**config.mk**
```make
export PLATFORM = sky130hd
export DESIGN_NAME = switch_led_regs
export DESIGN_NICKNAME = d
export VERILOG_FILES = /design/src/core/switch_led_pkg.sv /design/src/core/button_press_detect.sv /design/src/core/switch_led_regs.sv
export SDC_FILE = /design/constraint.sdc
export NUM_CORES = 1
export LEC_CHECK = 0
export BUFFER_PORTS_ARGS = -buffer_cell sky130_fd_sc_hd__buf_2
export CAP_MARGIN = 20
export CORE_AREA = 4 4 68 70
export DETAILED_ROUTE_END_ITERATION = 12
export DIE_AREA = 0 0 72 74
export PLACE_DENSITY_LB_ADDON = 0.25
export SETUP_SLACK_MARGIN = 0.5
export SYNTH_ARGS = -nofsm -noshare
export SYNTH_HDL_FRONTEND = slang
export SYNTH_HIERARCHICAL = 1
export SYNTH_SLANG_ARGS = --single-unit
```
**constraint.sdc**
```tcl
create_clock -name pclk -period 1.2 [get_ports pclk]
set_input_delay 0 -clock pclk [delete_from_list [all_inputs] [get_ports pclk]]
set_output_delay 0 -clock pclk [all_outputs]
set_load 0.005 [all_outputs]
```
**src/core/switch_led_pkg.sv**
```systemverilog
// Constants for the user switch, indicator and pushbutton register block.
// Assumes a 32-bit APB slave with byte addresses.
package switch_led_pkg;
    localparam int ADDR_W = 32;
    localparam int DATA_W = 32;
    localparam int LED_W = 8;
    localparam int SW_W = 8;

    localparam logic [ADDR_W-1:0] USER_INDICATOR_CONTROL_ADDR = 32'h0100_0008;
    localparam logic [ADDR_W-1:0] MISC_SYSTEM_CONTROL_ADDR = 32'h0100_0060;
    localparam logic [ADDR_W-1:0] USER_SWITCH_STATE_ADDR = 32'h1000_0004;
    localparam logic [ADDR_W-1:0] IRQ_STATUS_ADDR = 32'h0100_0070;
    localparam logic [ADDR_W-1:0] IRQ_CLEAR_ADDR = 32'h0100_0074;
    localparam logic [ADDR_W-1:0] IRQ_ENABLE_ADDR = 32'h0100_0078;

    localparam int MISC_PRESS_IRQ_EN_BIT = 3;
    localparam int MISC_BUTTON_BIT = 4;
    localparam int IRQ_POWER_FAIL_BIT = 0;
    localparam int IRQ_W = 1;

    localparam logic [LED_W-1:0] LED_RESET = 8'h00;
    localparam logic [IRQ_W-1:0] IRQ_RESET = 1'h0;
    localparam logic PRESS_IRQ_EN_RESET = 1'b0;
    localparam logic [DATA_W-1:0] READ_ZERO = 32'h0000_0000;
endpackage

```
**src/core/button_press_detect.sv**
```systemverilog
// Registers the pushbutton level and marks each new press.
// Assumes the button input is synchronous to pclk, high while pressed.
`timescale 1ns/1ps
`default_nettype none
module button_press_detect (
    input wire logic pclk,
    input wire logic presetn,
    input wire logic button,
    output logic level,
    output logic press
);
    logic next_level;

    always_comb begin
        next_level = button;
    end

    always_ff @(posedge pclk or negedge presetn) begin
        if (!presetn) begin
            level <= 1'b0;
        end else begin
            level <= next_level;
        end
    end

    // Rising edge of the button input, seen against its registered level
    assign press = button & ~level;
endmodule
`default_nettype wire

```
**src/core/switch_led_regs.sv**
```systemverilog
// APB register block for user indicators, slide switches and pushbutton.
// Assumes a zero-wait APB master; switch and button inputs synchronous to pclk.
//
// The APB interface to the registers was left to the implementer.
`timescale 1ns/1ps
`default_nettype none
// Behaviour
// Indicator register bits 7..0 drive LEDs 7..0; a set bit lights its LED.
// Switch register bits 7..0 show slide switch positions 8..1.
// Misc register bit 4 shows the current pushbutton state.
// With misc bit 3 set, each button press raises the power-fail interrupt; here the output also needs IRQ enable bit 0 set.
// The power-fail interrupt is a level output usable for shutdown or wake.
// Switch register ignores writes; indicator register reads back last write.
module switch_led_regs (
    input wire logic pclk,
    input wire logic presetn,
    input wire logic psel,
    input wire logic penable,
    input wire logic pwrite,
    input wire logic [switch_led_pkg::ADDR_W-1:0] paddr,
    input wire logic [switch_led_pkg::DATA_W-1:0] pwdata,
    output logic [switch_led_pkg::DATA_W-1:0] prdata,
    output logic pready,
    output logic pslverr,
    output logic [switch_led_pkg::LED_W-1:0] user_led,
    input wire logic [switch_led_pkg::SW_W-1:0] user_slide_switch_bank,
    input wire logic general_pushbutton,
    output logic power_fail_interrupt
);
    import switch_led_pkg::*;

    logic [LED_W-1:0] next_user_led;
    logic press_irq_en;
    logic next_press_irq_en;
    logic [IRQ_W-1:0] irq_status;
    logic [IRQ_W-1:0] next_irq_status;
    logic [IRQ_W-1:0] irq_enable;
    logic [IRQ_W-1:0] next_irq_enable;
    logic [DATA_W-1:0] next_prdata;
    logic button_level;
    logic button_press;
    logic setup;
    logic wr_access;
    logic mapped;
    logic [IRQ_W-1:0] irq_event;
    logic [IRQ_W-1:0] irq_clear;

    ////////////////////////////////////////////////////////////////////////////
    // Pushbutton level and press detection

    button_press_detect u_press (
        .pclk(pclk),
        .presetn(presetn),
        .button(general_pushbutton),
        .level(button_level),
        .press(button_press)
    );

    ////////////////////////////////////////////////////////////////////////////
    // Bus decode

    assign setup = psel & ~penable;
    assign wr_access = psel & penable & pwrite;
    assign pready = 1'b1;

    always_comb begin
        case (paddr)
            USER_INDICATOR_CONTROL_ADDR, MISC_SYSTEM_CONTROL_ADDR,
            USER_SWITCH_STATE_ADDR, IRQ_STATUS_ADDR,
            IRQ_CLEAR_ADDR, IRQ_ENABLE_ADDR: mapped = 1'b1;
            default: mapped = 1'b0;
        endcase
    end

    assign pslverr = psel & penable & ~mapped;

    ////////////////////////////////////////////////////////////////////////////
    // Control registers

    always_comb begin
        next_user_led = user_led;
        next_press_irq_en = press_irq_en;
        next_irq_enable = irq_enable;
        irq_clear = '0;
        if (wr_access) begin
            case (paddr)
                USER_INDICATOR_CONTROL_ADDR: begin
                    next_user_led = pwdata[LED_W-1:0];
                end
                MISC_SYSTEM_CONTROL_ADDR: begin
                    next_press_irq_en = pwdata[MISC_PRESS_IRQ_EN_BIT];
                end
                IRQ_ENABLE_ADDR: begin
                    next_irq_enable = pwdata[IRQ_W-1:0];
                end
                IRQ_CLEAR_ADDR: begin
                    irq_clear = pwdata[IRQ_W-1:0];
                end
                default: begin
                    next_user_led = user_led;
                end
            endcase
        end
    end

    always_ff @(posedge pclk or negedge presetn) begin
        if (!presetn) begin
            user_led <= LED_RESET;
            press_irq_en <= PRESS_IRQ_EN_RESET;
            irq_enable <= IRQ_RESET;
        end else begin
            user_led <= next_user_led;
            press_irq_en <= next_press_irq_en;
            irq_enable <= next_irq_enable;
        end
    end

    ////////////////////////////////////////////////////////////////////////////
    // Interrupt status, set wins over clear

    always_comb begin
        irq_event = '0;
        irq_event[IRQ_POWER_FAIL_BIT] = button_press & press_irq_en;
        next_irq_status = (irq_status & ~irq_clear) | irq_event;
    end

    always_ff @(posedge pclk or negedge presetn) begin
        if (!presetn) begin
            irq_status <= IRQ_RESET;
        end else begin
            irq_status <= next_irq_status;
        end
    end

    assign power_fail_interrupt = |(irq_status & irq_enable);

    ////////////////////////////////////////////////////////////////////////////
    // Read data, captured in the setup cycle

    always_comb begin
        next_prdata = prdata;
        if (setup) begin
            next_prdata = READ_ZERO;
            if (!pwrite) begin
                case (paddr)
                    USER_INDICATOR_CONTROL_ADDR: begin
                        next_prdata[LED_W-1:0] = user_led;
                    end
                    USER_SWITCH_STATE_ADDR: begin
                        next_prdata[SW_W-1:0] = user_slide_switch_bank;
                    end
                    MISC_SYSTEM_CONTROL_ADDR: begin
                        next_prdata[MISC_BUTTON_BIT] = button_level;
                        next_prdata[MISC_PRESS_IRQ_EN_BIT] = press_irq_en;
                    end
                    IRQ_STATUS_ADDR: begin
                        next_prdata[IRQ_W-1:0] = irq_status;
                    end
                    IRQ_ENABLE_ADDR: begin
                        next_prdata[IRQ_W-1:0] = irq_enable;
                    end
                    default: begin
                        next_prdata = READ_ZERO;
                    end
                endcase
            end
        end
    end

    always_ff @(posedge pclk or negedge presetn) begin
        if (!presetn) begin
            prdata <= READ_ZERO;
        end else begin
            prdata <= next_prdata;
        end
    end

    ////////////////////////////////////////////////////////////////////////////
    // Checks

    property p_led_write;
        @(posedge pclk) disable iff (!presetn)
        (wr_access && paddr == USER_INDICATOR_CONTROL_ADDR)
            |=> user_led == $past(pwdata[LED_W-1:0]);
    endproperty
    a_led_write: assert property (p_led_write) else $error("led not updated");

    property p_switch_read;
        @(posedge pclk) disable iff (!presetn)
        (setup && !pwrite && paddr == USER_SWITCH_STATE_ADDR)
            |=> prdata == {24'h00_0000, $past(user_slide_switch_bank)};
    endproperty
    a_switch_read: assert property (p_switch_read) else $error("switch read wrong");

    property p_button_read;
        @(posedge pclk) disable iff (!presetn)
        (setup && !pwrite && paddr == MISC_SYSTEM_CONTROL_ADDR)
            |=> prdata[MISC_BUTTON_BIT] == $past(button_level);
    endproperty
    a_button_read: assert property (p_button_read) else $error("button read wrong");

    property p_press_irq;
        @(posedge pclk) disable iff (!presetn)
        (general_pushbutton && !button_level && press_irq_en)
            |=> irq_status[IRQ_POWER_FAIL_BIT] && button_level;
    endproperty
    a_press_irq: assert property (p_press_irq) else $error("press lost");

    property p_no_irq_disabled;
        @(posedge pclk) disable iff (!presetn)
        (!press_irq_en && !irq_status[IRQ_POWER_FAIL_BIT])
            |=> !irq_status[IRQ_POWER_FAIL_BIT];
    endproperty
    a_no_irq_disabled: assert property (p_no_irq_disabled) else $error("spurious irq");

    property p_irq_level;
        @(posedge pclk) disable iff (!presetn)
        (irq_status[IRQ_POWER_FAIL_BIT] && irq_enable[IRQ_POWER_FAIL_BIT] && !wr_access)
            |=> power_fail_interrupt;
    endproperty
    a_irq_level: assert property (p_irq_level) else $error("irq dropped");

    property p_switch_write_ignored;
        @(posedge pclk) disable iff (!presetn)
        (wr_access && paddr == USER_SWITCH_STATE_ADDR) |=> $stable(user_led) && !$past(pslverr);
    endproperty
    a_switch_write_ignored: assert property (p_switch_write_ignored) else $error("sw write");

    property p_led_readback;
        @(posedge pclk) disable iff (!presetn)
        (setup && !pwrite && paddr == USER_INDICATOR_CONTROL_ADDR)
            |=> prdata[LED_W-1:0] == $past(user_led);
    endproperty
    a_led_readback: assert property (p_led_readback) else $error("led readback");

    c_press_irq: cover property (@(posedge pclk) disable iff (!presetn)
        power_fail_interrupt ##1 (wr_access && paddr == IRQ_CLEAR_ADDR));
    c_led_write: cover property (@(posedge pclk) disable iff (!presetn)
        wr_access && paddr == USER_INDICATOR_CONTROL_ADDR);
    c_unmapped: cover property (@(posedge pclk) disable iff (!presetn) pslverr);
endmodule
`default_nettype wire

```
After elaboration in Yosys (flattened, before gate mapping). Cells that the tools add are included.

Logic and storage cells: 37. Output and inout bits: 43. Input port bits: 78. Register bits after elaboration: 44.

Bitwise operators: 13. Equal/unequal tests: 6. Mux-type cells: 8. Reductions and logical operators: 4.

Operators by type and width (number): $eq 32x25->1 const B (5); $eq 32x29->1 const B (1); $and 1x1->1 (8); $mux 8 (1); $pmux 2 s3 (1); $pmux 3 s2 (1); $reduce_and 2->1 (3); $reduce_or 6->1 (1); $not 1->1 (4); $pmux 1 s4 (1); $pmux 2 s2 (1); $mux 1 (3); $or 1x1->1 (1).

Logic depth before layout (Yosys ltp). Gate-level depths: netlist (run 1).

Depth in word-level cells: 6. Mapped depth: 6. Depth with buffers taken out: 5.

Cells and area by module. Netlist (run 1), hierarchy kept.

Modules (own cells, without submodules): switch_led_regs (area an instance 1232.4 um^2, seq. area each 475.5 um^2, instances 1, cells an instance 124); button_press_detect (area an instance 38.8 um^2, seq. area each 25.0 um^2, instances 1, cells an instance 2).

Worst setup path before layout (run 1). OpenSTA, ideal clock, no wires.

Path kind: input to register. From: input port paddr[25] in the netlist's numbering. To: register user_led[0] in the netlist's numbering. Stages: 6. Library setup time: 0.125 ns. Arrival: 1.344 ns. Required time: 1.075 ns. Path slack: -0.269 ns. Path buffers: 1. Cells stage by stage: nor4_1 -> nand4_1 -> nor3_2 -> and3_1 -> buf_4 -> mux2_2.

Longest elaborated chain between the ends: 2.

RTL lines: start, declared (line switch_led_regs.sv:20) `input wire logic [switch_led_pkg::ADDR_W-1:0] paddr,`; $eq 32x25->1 (line switch_led_regs.sv:86) `case (paddr)`; $reduce_and 2->1 (no source line); end signal, assigned (line switch_led_regs.sv:112) `user_led <= next_user_led;`; end, declared (line switch_led_regs.sv:25) `output logic [switch_led_pkg::LED_W-1:0] user_led,`.

Every way passes these cells. A chain may end at the register's enable or synchronous reset.

Worst setup path after layout (run 1).
From: input port paddr[26] in the netlist's numbering. To: register user_led[5] in the netlist's numbering.

The elaborated chain is that of the path after synthesis.

==> reports/results.ini, run 1 <==
[status]
status = finished, violations left
violations = negative hold slack, negative setup slack

[setup_path]
crit_path_start_kind = primary input
cp-end-kind = register
worst-path-max-fanout = 8
worstRegToRegCells = 4
crit_arrival_ps = 1410
required_ps = 1350
worstSetupPathType = in2reg

[detailed_routing]
dr_wl_met2_mm = 1.77
first_pass_iters = 4
wl_met3_um = 373
wl_met1_mm = 1.55
finalWirelength_mm = 3.72
ant_nets = 0
viasPerCell = 4.52
top_layer = met4
vias = 1239
drc_errors = 0
wl_per_cell_um = 13.6
first_iter_violations = 46

[power]
p_total_mw = 1.44
power_leakage_nw = 1.08
ir_drop_v = 0.000421
powerDensity_nw_per_um2 = 679

[clock_network]
clockRootBuffer = clkbuf_8
clk_latency_ps = 260
ctsHoldBuffers = 2
cts_buffers = 3
cts.sinks = 20
cts.clk_slew.worst_paths_ps = 80
cts_tree = built
cts_buffer_depth = 2
cts_max_level = 1

[timing]
whs_ps = -33.9
layout_setup_ws_ps = -58.9
setup_viol = 9
max_freq_mhz = 794
skew_ps = 6.92
setup_tns_ps = -468
hold_viol = 8
rsz0062_at_grt = yes
layout_min_cycle_time_ps = 1260
slew_viol_final = 0
fin_crit_sh_pct = 105

[placement]
place_congestion = 0.811
dp.cells = 262
dp_hpwl_mm = 2.98
portBuffers = 71
post-place-ws_ps = -392

[global_route]
grt_pass1_wl_mm = 5.61
antenna_found_initial = 0
grtUsageTotal_pct = 13.7
grt_pass1_vias = 1243
grt_overflow_total = 0
grt_max_degree = 21

[logic_synthesis]
synth_area_sq_um = 1270
ys.warnings.count = 6
yosys_register_bits = 20
yosysSeqAreaShare_pct = 39.4
synthFlopType = dfrtp_1
netlist_top_cells_count = buf_4, dfrtp_1, mux2_2, nand2_1, a22oi_1
synthTopCellsByArea = dfrtp_1, buf_4, mux2_2
synthArstFlopShare_pct = 100
synth_edf_count = 0
synth.distinct_cells = 34
synth.avg_cell_area_sq_um = 10.1
synth_cells = 126
yosysTopAreaCell = dfrtp_1
synthMostInstantiatedCell = buf_4
yosysTopAreaCellShare_pct = 39.4

[die]
row_count = 23
io_pins = 121
die_w_um = 72
initial_core_util_pct = 32.0
coreArea_sq_um = 3970
dieArea_sq_um = 5330
die_h_um = 74

[flow_run]
cap_violations = 0

[final_layout]
area_growth_pct = 66.4
nets = 303
drive_gt1_share_pct = 63.4
instances_no_fill = 274
num_antenna_cells = 0

[hold_path]
min_path_cells = 2
hold_path_class = in2reg

per-layer routing:
| layer | GRT usage [%] | vias to the layer above |
|---|---|---|
| met4 | 4.38 | 0 |
| met2 | 21.8 | 63 |
| li1 | - | 608 |
| met1 | 18.2 | 566 |
| met3 | 3.51 | 2 |
| met5 | 0 | - |
report_power, final:
part | switching, mW | internal, mW
clock network | 0.219 | 0.292
logic | 0.122 | 0.127
registers | 0.00183 | 0.675
total | 0.343 | 1.09
worst paths after layout:
path,endpoint,start,slack (ps)
min in group asynchronous,user_led[6]$_DFFE_PN0P_,presetn,220
max in group asynchronous,prdata[1]$_DFFE_PN0P_,presetn,660
setup reg to reg,prdata[0]$_DFFE_PN0P_,irq_status$_DFF_PN0_,-20
hold / removal,user_led[4]$_DFFE_PN0P_,pwdata[4],-30
hold reg to reg,prdata[2]$_DFFE_PN0P_,prdata[2]$_DFFE_PN0P_,480
setup / recovery,user_led[5]$_DFFE_PN0P_,paddr[26],-60
critical path: stages:
cell     delay [ps]
buf_6           100
nor4_4          250
nand4_1         190
nor3_2          230
and3_4          220
buf_12          130
mux2_4          290
through the flow:
stage / area [sq um] / hold WS, ps / utilization (%)
global route: 2120 / -35.4 / 53.3
floorplan: 1470 / -296 / -
global placement: 1830 / -27.4 / 46.1
finish: 2120 / -33.9 / 53.3
detailed placement: 1830 / -21.7 / 46.1
CTS: 2000 / -37.1 / 50.5
kinds of logic after synthesis:
kind of cell / share of synthesized area (%)
XOR/XNOR: 0.689
other: 0.591
AND/OR/NAND/NOR: 20.8
multiplexers: 9.74
buffers and inverters: 16.4
flip-flops: 39.4
AO/OA/AOI/OAI: 12.4
flip-flops by register name, indices dropped and copies added (netlist names):
| signal | flops |
|---|---|
| u_press/level | 1 |
| press_irq_en | 1 |
| prdata | 8 |
| irq_enable | 1 |
| user_led | 8 |
| irq_status | 1 |
cell usage in the layout, fill, tap and decap left out, types with 2 or more instances in the layout:
cell type      count
conb_1            25
dfrtp_1           20
a22oi_1            7
nor4_4             3
nand3_2            2
and3_1             2
nand4_1            2
and4b_1            2
dlygate4sd3_1      2
buf_2             63
mux2_4            10
buf_6             12
clkbuf_8           4
o21ai_2            6
buf_4             22
nor4_2             2
nor3_2             4
nand2_1           10
nand3_1            2
cell type report:
type | instances | area (sq um)
flip-flops and latches | 20 | 500
clock buffers | 4 | 55.1
well taps | 50 | 62.6
multi-input cells | 100 | 842
fillers | 395 | 1860
repair buffers | 100 | 656
timing repair:
item | in CTS | in global routing
buffers inserted | 2 | 4
endpoints found under the setup margin | 37 | 37
resized for setup | 15 | 17
endpoints found under the hold margin | 29 | 10
pin swaps | 9 | 12
(Power assumes the default switching activity.)
==> run 2, diff against run 1 <==
- CORE_AREA: 4 4 68 70 -> 4 4 67 69
- CTS_BUF_LIST: not set -> sky130_fd_sc_hd__clkbuf_4
- DIE_AREA: 0 0 72 74 -> 0 0 71 73
- RECOVER_POWER: not set -> 100
==> reports/results.ini, run 2 (same netlist as run 1, synthesis figures left out) <==
[clock_network]
ctsHoldBuffers = 2  ; unchanged
cts_buffers = 3  ; unchanged
cts.sinks = 20  ; unchanged
clockRootBuffer = clkbuf_4  ; was clkbuf_8
cts_tree = built  ; unchanged
cts_max_level = 1  ; unchanged
cts.clk_slew.worst_paths_ps = 100  ; was 80 ps
cts_buffer_depth = 2  ; unchanged
clk_latency_ps = 290  ; was 260 ps

[power]
powerDensity_nw_per_um2 = 597  ; was 679 nW/um^2
ir_drop_v = 0.000275  ; was 0.000421 V
power_leakage_nw = 1.05  ; was 1.08 nW
p_total_mw = 1.24  ; was 1.44 mW

[timing]
setup_viol = 11  ; was 9
whs_ps = -65.1  ; was -33.9 ps
hold_viol = 10  ; was 8
fin_crit_sh_pct = 101  ; was 105%
skew_ps = 1.92  ; was 6.92 ps
setup_tns_ps = -119  ; was -468 ps
layout_setup_ws_ps = -16.0  ; was -58.9 ps
rsz0062_at_grt = yes  ; unchanged
layout_min_cycle_time_ps = 1220  ; was 1260 ps
slew_viol_final = 0  ; unchanged
max_freq_mhz = 822  ; was 794 MHz

[detailed_routing]
top_layer = met4  ; unchanged
dr_wl_met2_mm = 1.68  ; was 1.77 mm
first_pass_iters = 4  ; unchanged
viasPerCell = 4.48  ; was 4.52
drc_errors = 0  ; unchanged
ant_nets = 0  ; unchanged
vias = 1254  ; was 1239
finalWirelength_mm = 3.57  ; was 3.72 mm
wl_met1_mm = 1.51  ; was 1.55 mm
wl_per_cell_um = 12.8  ; was 13.6 um
first_iter_violations = 39  ; was 46
wl_met3_um = 377  ; was 373 um

[setup_path]
critical_path_buf_inv_count = 2  ; unchanged
cpLargestDelayFamily = simple AND/OR/NAND/NOR gates  ; unchanged
worst-path-max-fanout = 8  ; unchanged
crit_path_start_kind = primary input  ; unchanged
critPathMaxStageDelay_ps = 300  ; was 290 ps
crit_chain = buf_6 > nor4_2 > nand4_1 > nor3_2 > and3_4 > buf_12 > mux2_4  ; was buf_6 > nor4_4 > nand4_1 > nor3_2 > and3_4 > buf_12 > mux2_4
required_ps = 1380  ; was 1350 ps
cp-end-kind = register  ; unchanged
crit_path_top_delay_cell = mux2_4  ; unchanged
crit_arrival_ps = 1400  ; was 1410 ps
worstSetupPathType = in2reg  ; unchanged

[placement]
dp.cells = 264  ; was 262
post-place-ws_ps = -420  ; was -392 ps
portBuffers = 71  ; unchanged
place_congestion = 0.765  ; was 0.811
dp_hpwl_mm = 2.81  ; was 2.98 mm

[global_route]
grt_overflow_total = 0  ; unchanged
grtUsageTotal_pct = 12.2  ; was 13.7%
grt_pass1_vias = 1210  ; was 1243
grt_pass1_wl_mm = 5.16  ; was 5.61 mm
grt_max_degree = 21  ; unchanged
antenna_found_initial = 0  ; unchanged

[final_layout]
nets = 310  ; was 303
instances_no_fill = 280  ; was 274
layout_commonest_cell = buf_2  ; unchanged
nFillCells = 381  ; was 395
seqCellArea_sq_um = 500  ; unchanged
drive_gt1_share_pct = 55.7  ; was 63.4%
area_growth_pct = 63.6  ; was 66.4%
reg.largest.list = prdata: 8 flops, user_led: 8 flops  ; unchanged
multi_input_area_sq_um = 802  ; was 842 sq um
num_antenna_cells = 0  ; unchanged
final_cell_mix = buf_2, buf_4, conb_1  ; was buf_2, conb_1, buf_4

[die]
dieArea_sq_um = 5180  ; was 5330 sq um
initial_core_util_pct = 32.5  ; was 32.0%
die_w_um = 71  ; was 72 um
die_h_um = 73  ; was 74 um
coreArea_sq_um = 3910  ; was 3970 sq um
row_count = 23  ; unchanged
io_pins = 121  ; unchanged

[status]
status = finished, violations left  ; unchanged
violations = negative hold slack, negative setup slack  ; unchanged

[flow_run]
cap_violations = 0  ; unchanged

[hold_path]
hold_path_class = in2reg  ; unchanged

[run 2: changes by cell type in the layout (fill, tap and decap cells not counted), moves of 2 or more]
cell      delta
clkbuf_8     -4
buf_2       -11
clkbuf_1    +10
o21ai_2      -4
clkbuf_4     +3
nor3_1       +2
nor3_2       -3
buf_4        +8
nor4_1       +2
o21ai_1      +4
[run 2: report_power, final]
part | leakage [nW] | internal [mW] | switching (mW) | total, mW
combinational | 0.760 | 0.136 | 0.120 | 0.257
clock | 0.0138 | 0.117 | 0.191 | 0.308
sequential | 0.277 | 0.675 | 0.00173 | 0.677
total | 1.05 | 0.928 | 0.313 | 1.24
[run 2: path summary, 6_finish.rpt]
kind                                  startpoint                       to  cells past startpoint  slack [ps]
setup / recovery                       paddr[30]  user_led[2]$_DFFE_PN0P_                      7         -20
hold / removal                         pwdata[1]  user_led[1]$_DFFE_PN0P_                      2         -70
setup reg to reg            irq_status$_DFF_PN0_    prdata[0]$_DFFE_PN0P_                      4           0
hold reg to reg            prdata[6]$_DFFE_PN0P_    prdata[6]$_DFFE_PN0P_                      2         500
max in group asynchronous                presetn  user_led[3]$_DFFE_PN0P_                      2         680
min in group asynchronous                presetn  user_led[6]$_DFFE_PN0P_                      2         190
[run 2: timing repair]
action,in CTS,in global routing
endpoints found under the hold margin,31,11
resized for setup,16,8
pin swaps,9,8
setup buffers,1,10
setup endpoints to repair,37,37
[run 2: metal layers]
| layer | GRT usage (%) | up-vias |
|---|---|---|
| met2 | 19.8 | 62 |
| met1 | 16.2 | 567 |
| met5 | 0 | - |
| met4 | 2.51 | 0 |
| met3 | 3.86 | 2 |
| li1 | - | 623 |
[run 2: metrics by stage]
stage                     utilization (%)  cell area, sq um
after floorplan                         -              1470
after global routing                 53.1              2080
final                                53.1              2080
after global placement               47.2              1850
after detailed placement             47.2              1850
after CTS                            50.5              1980
[run 2: cell type report]
cell class | count | share of cell area [%]
Clock buffer | 3 | 1.08
Multi-Input combinational cell | 100 | 38.6
Sequential cell | 20 | 24.1
Tap cell | 50 | 3.01
Timing Repair Buffer | 107 | 33.3
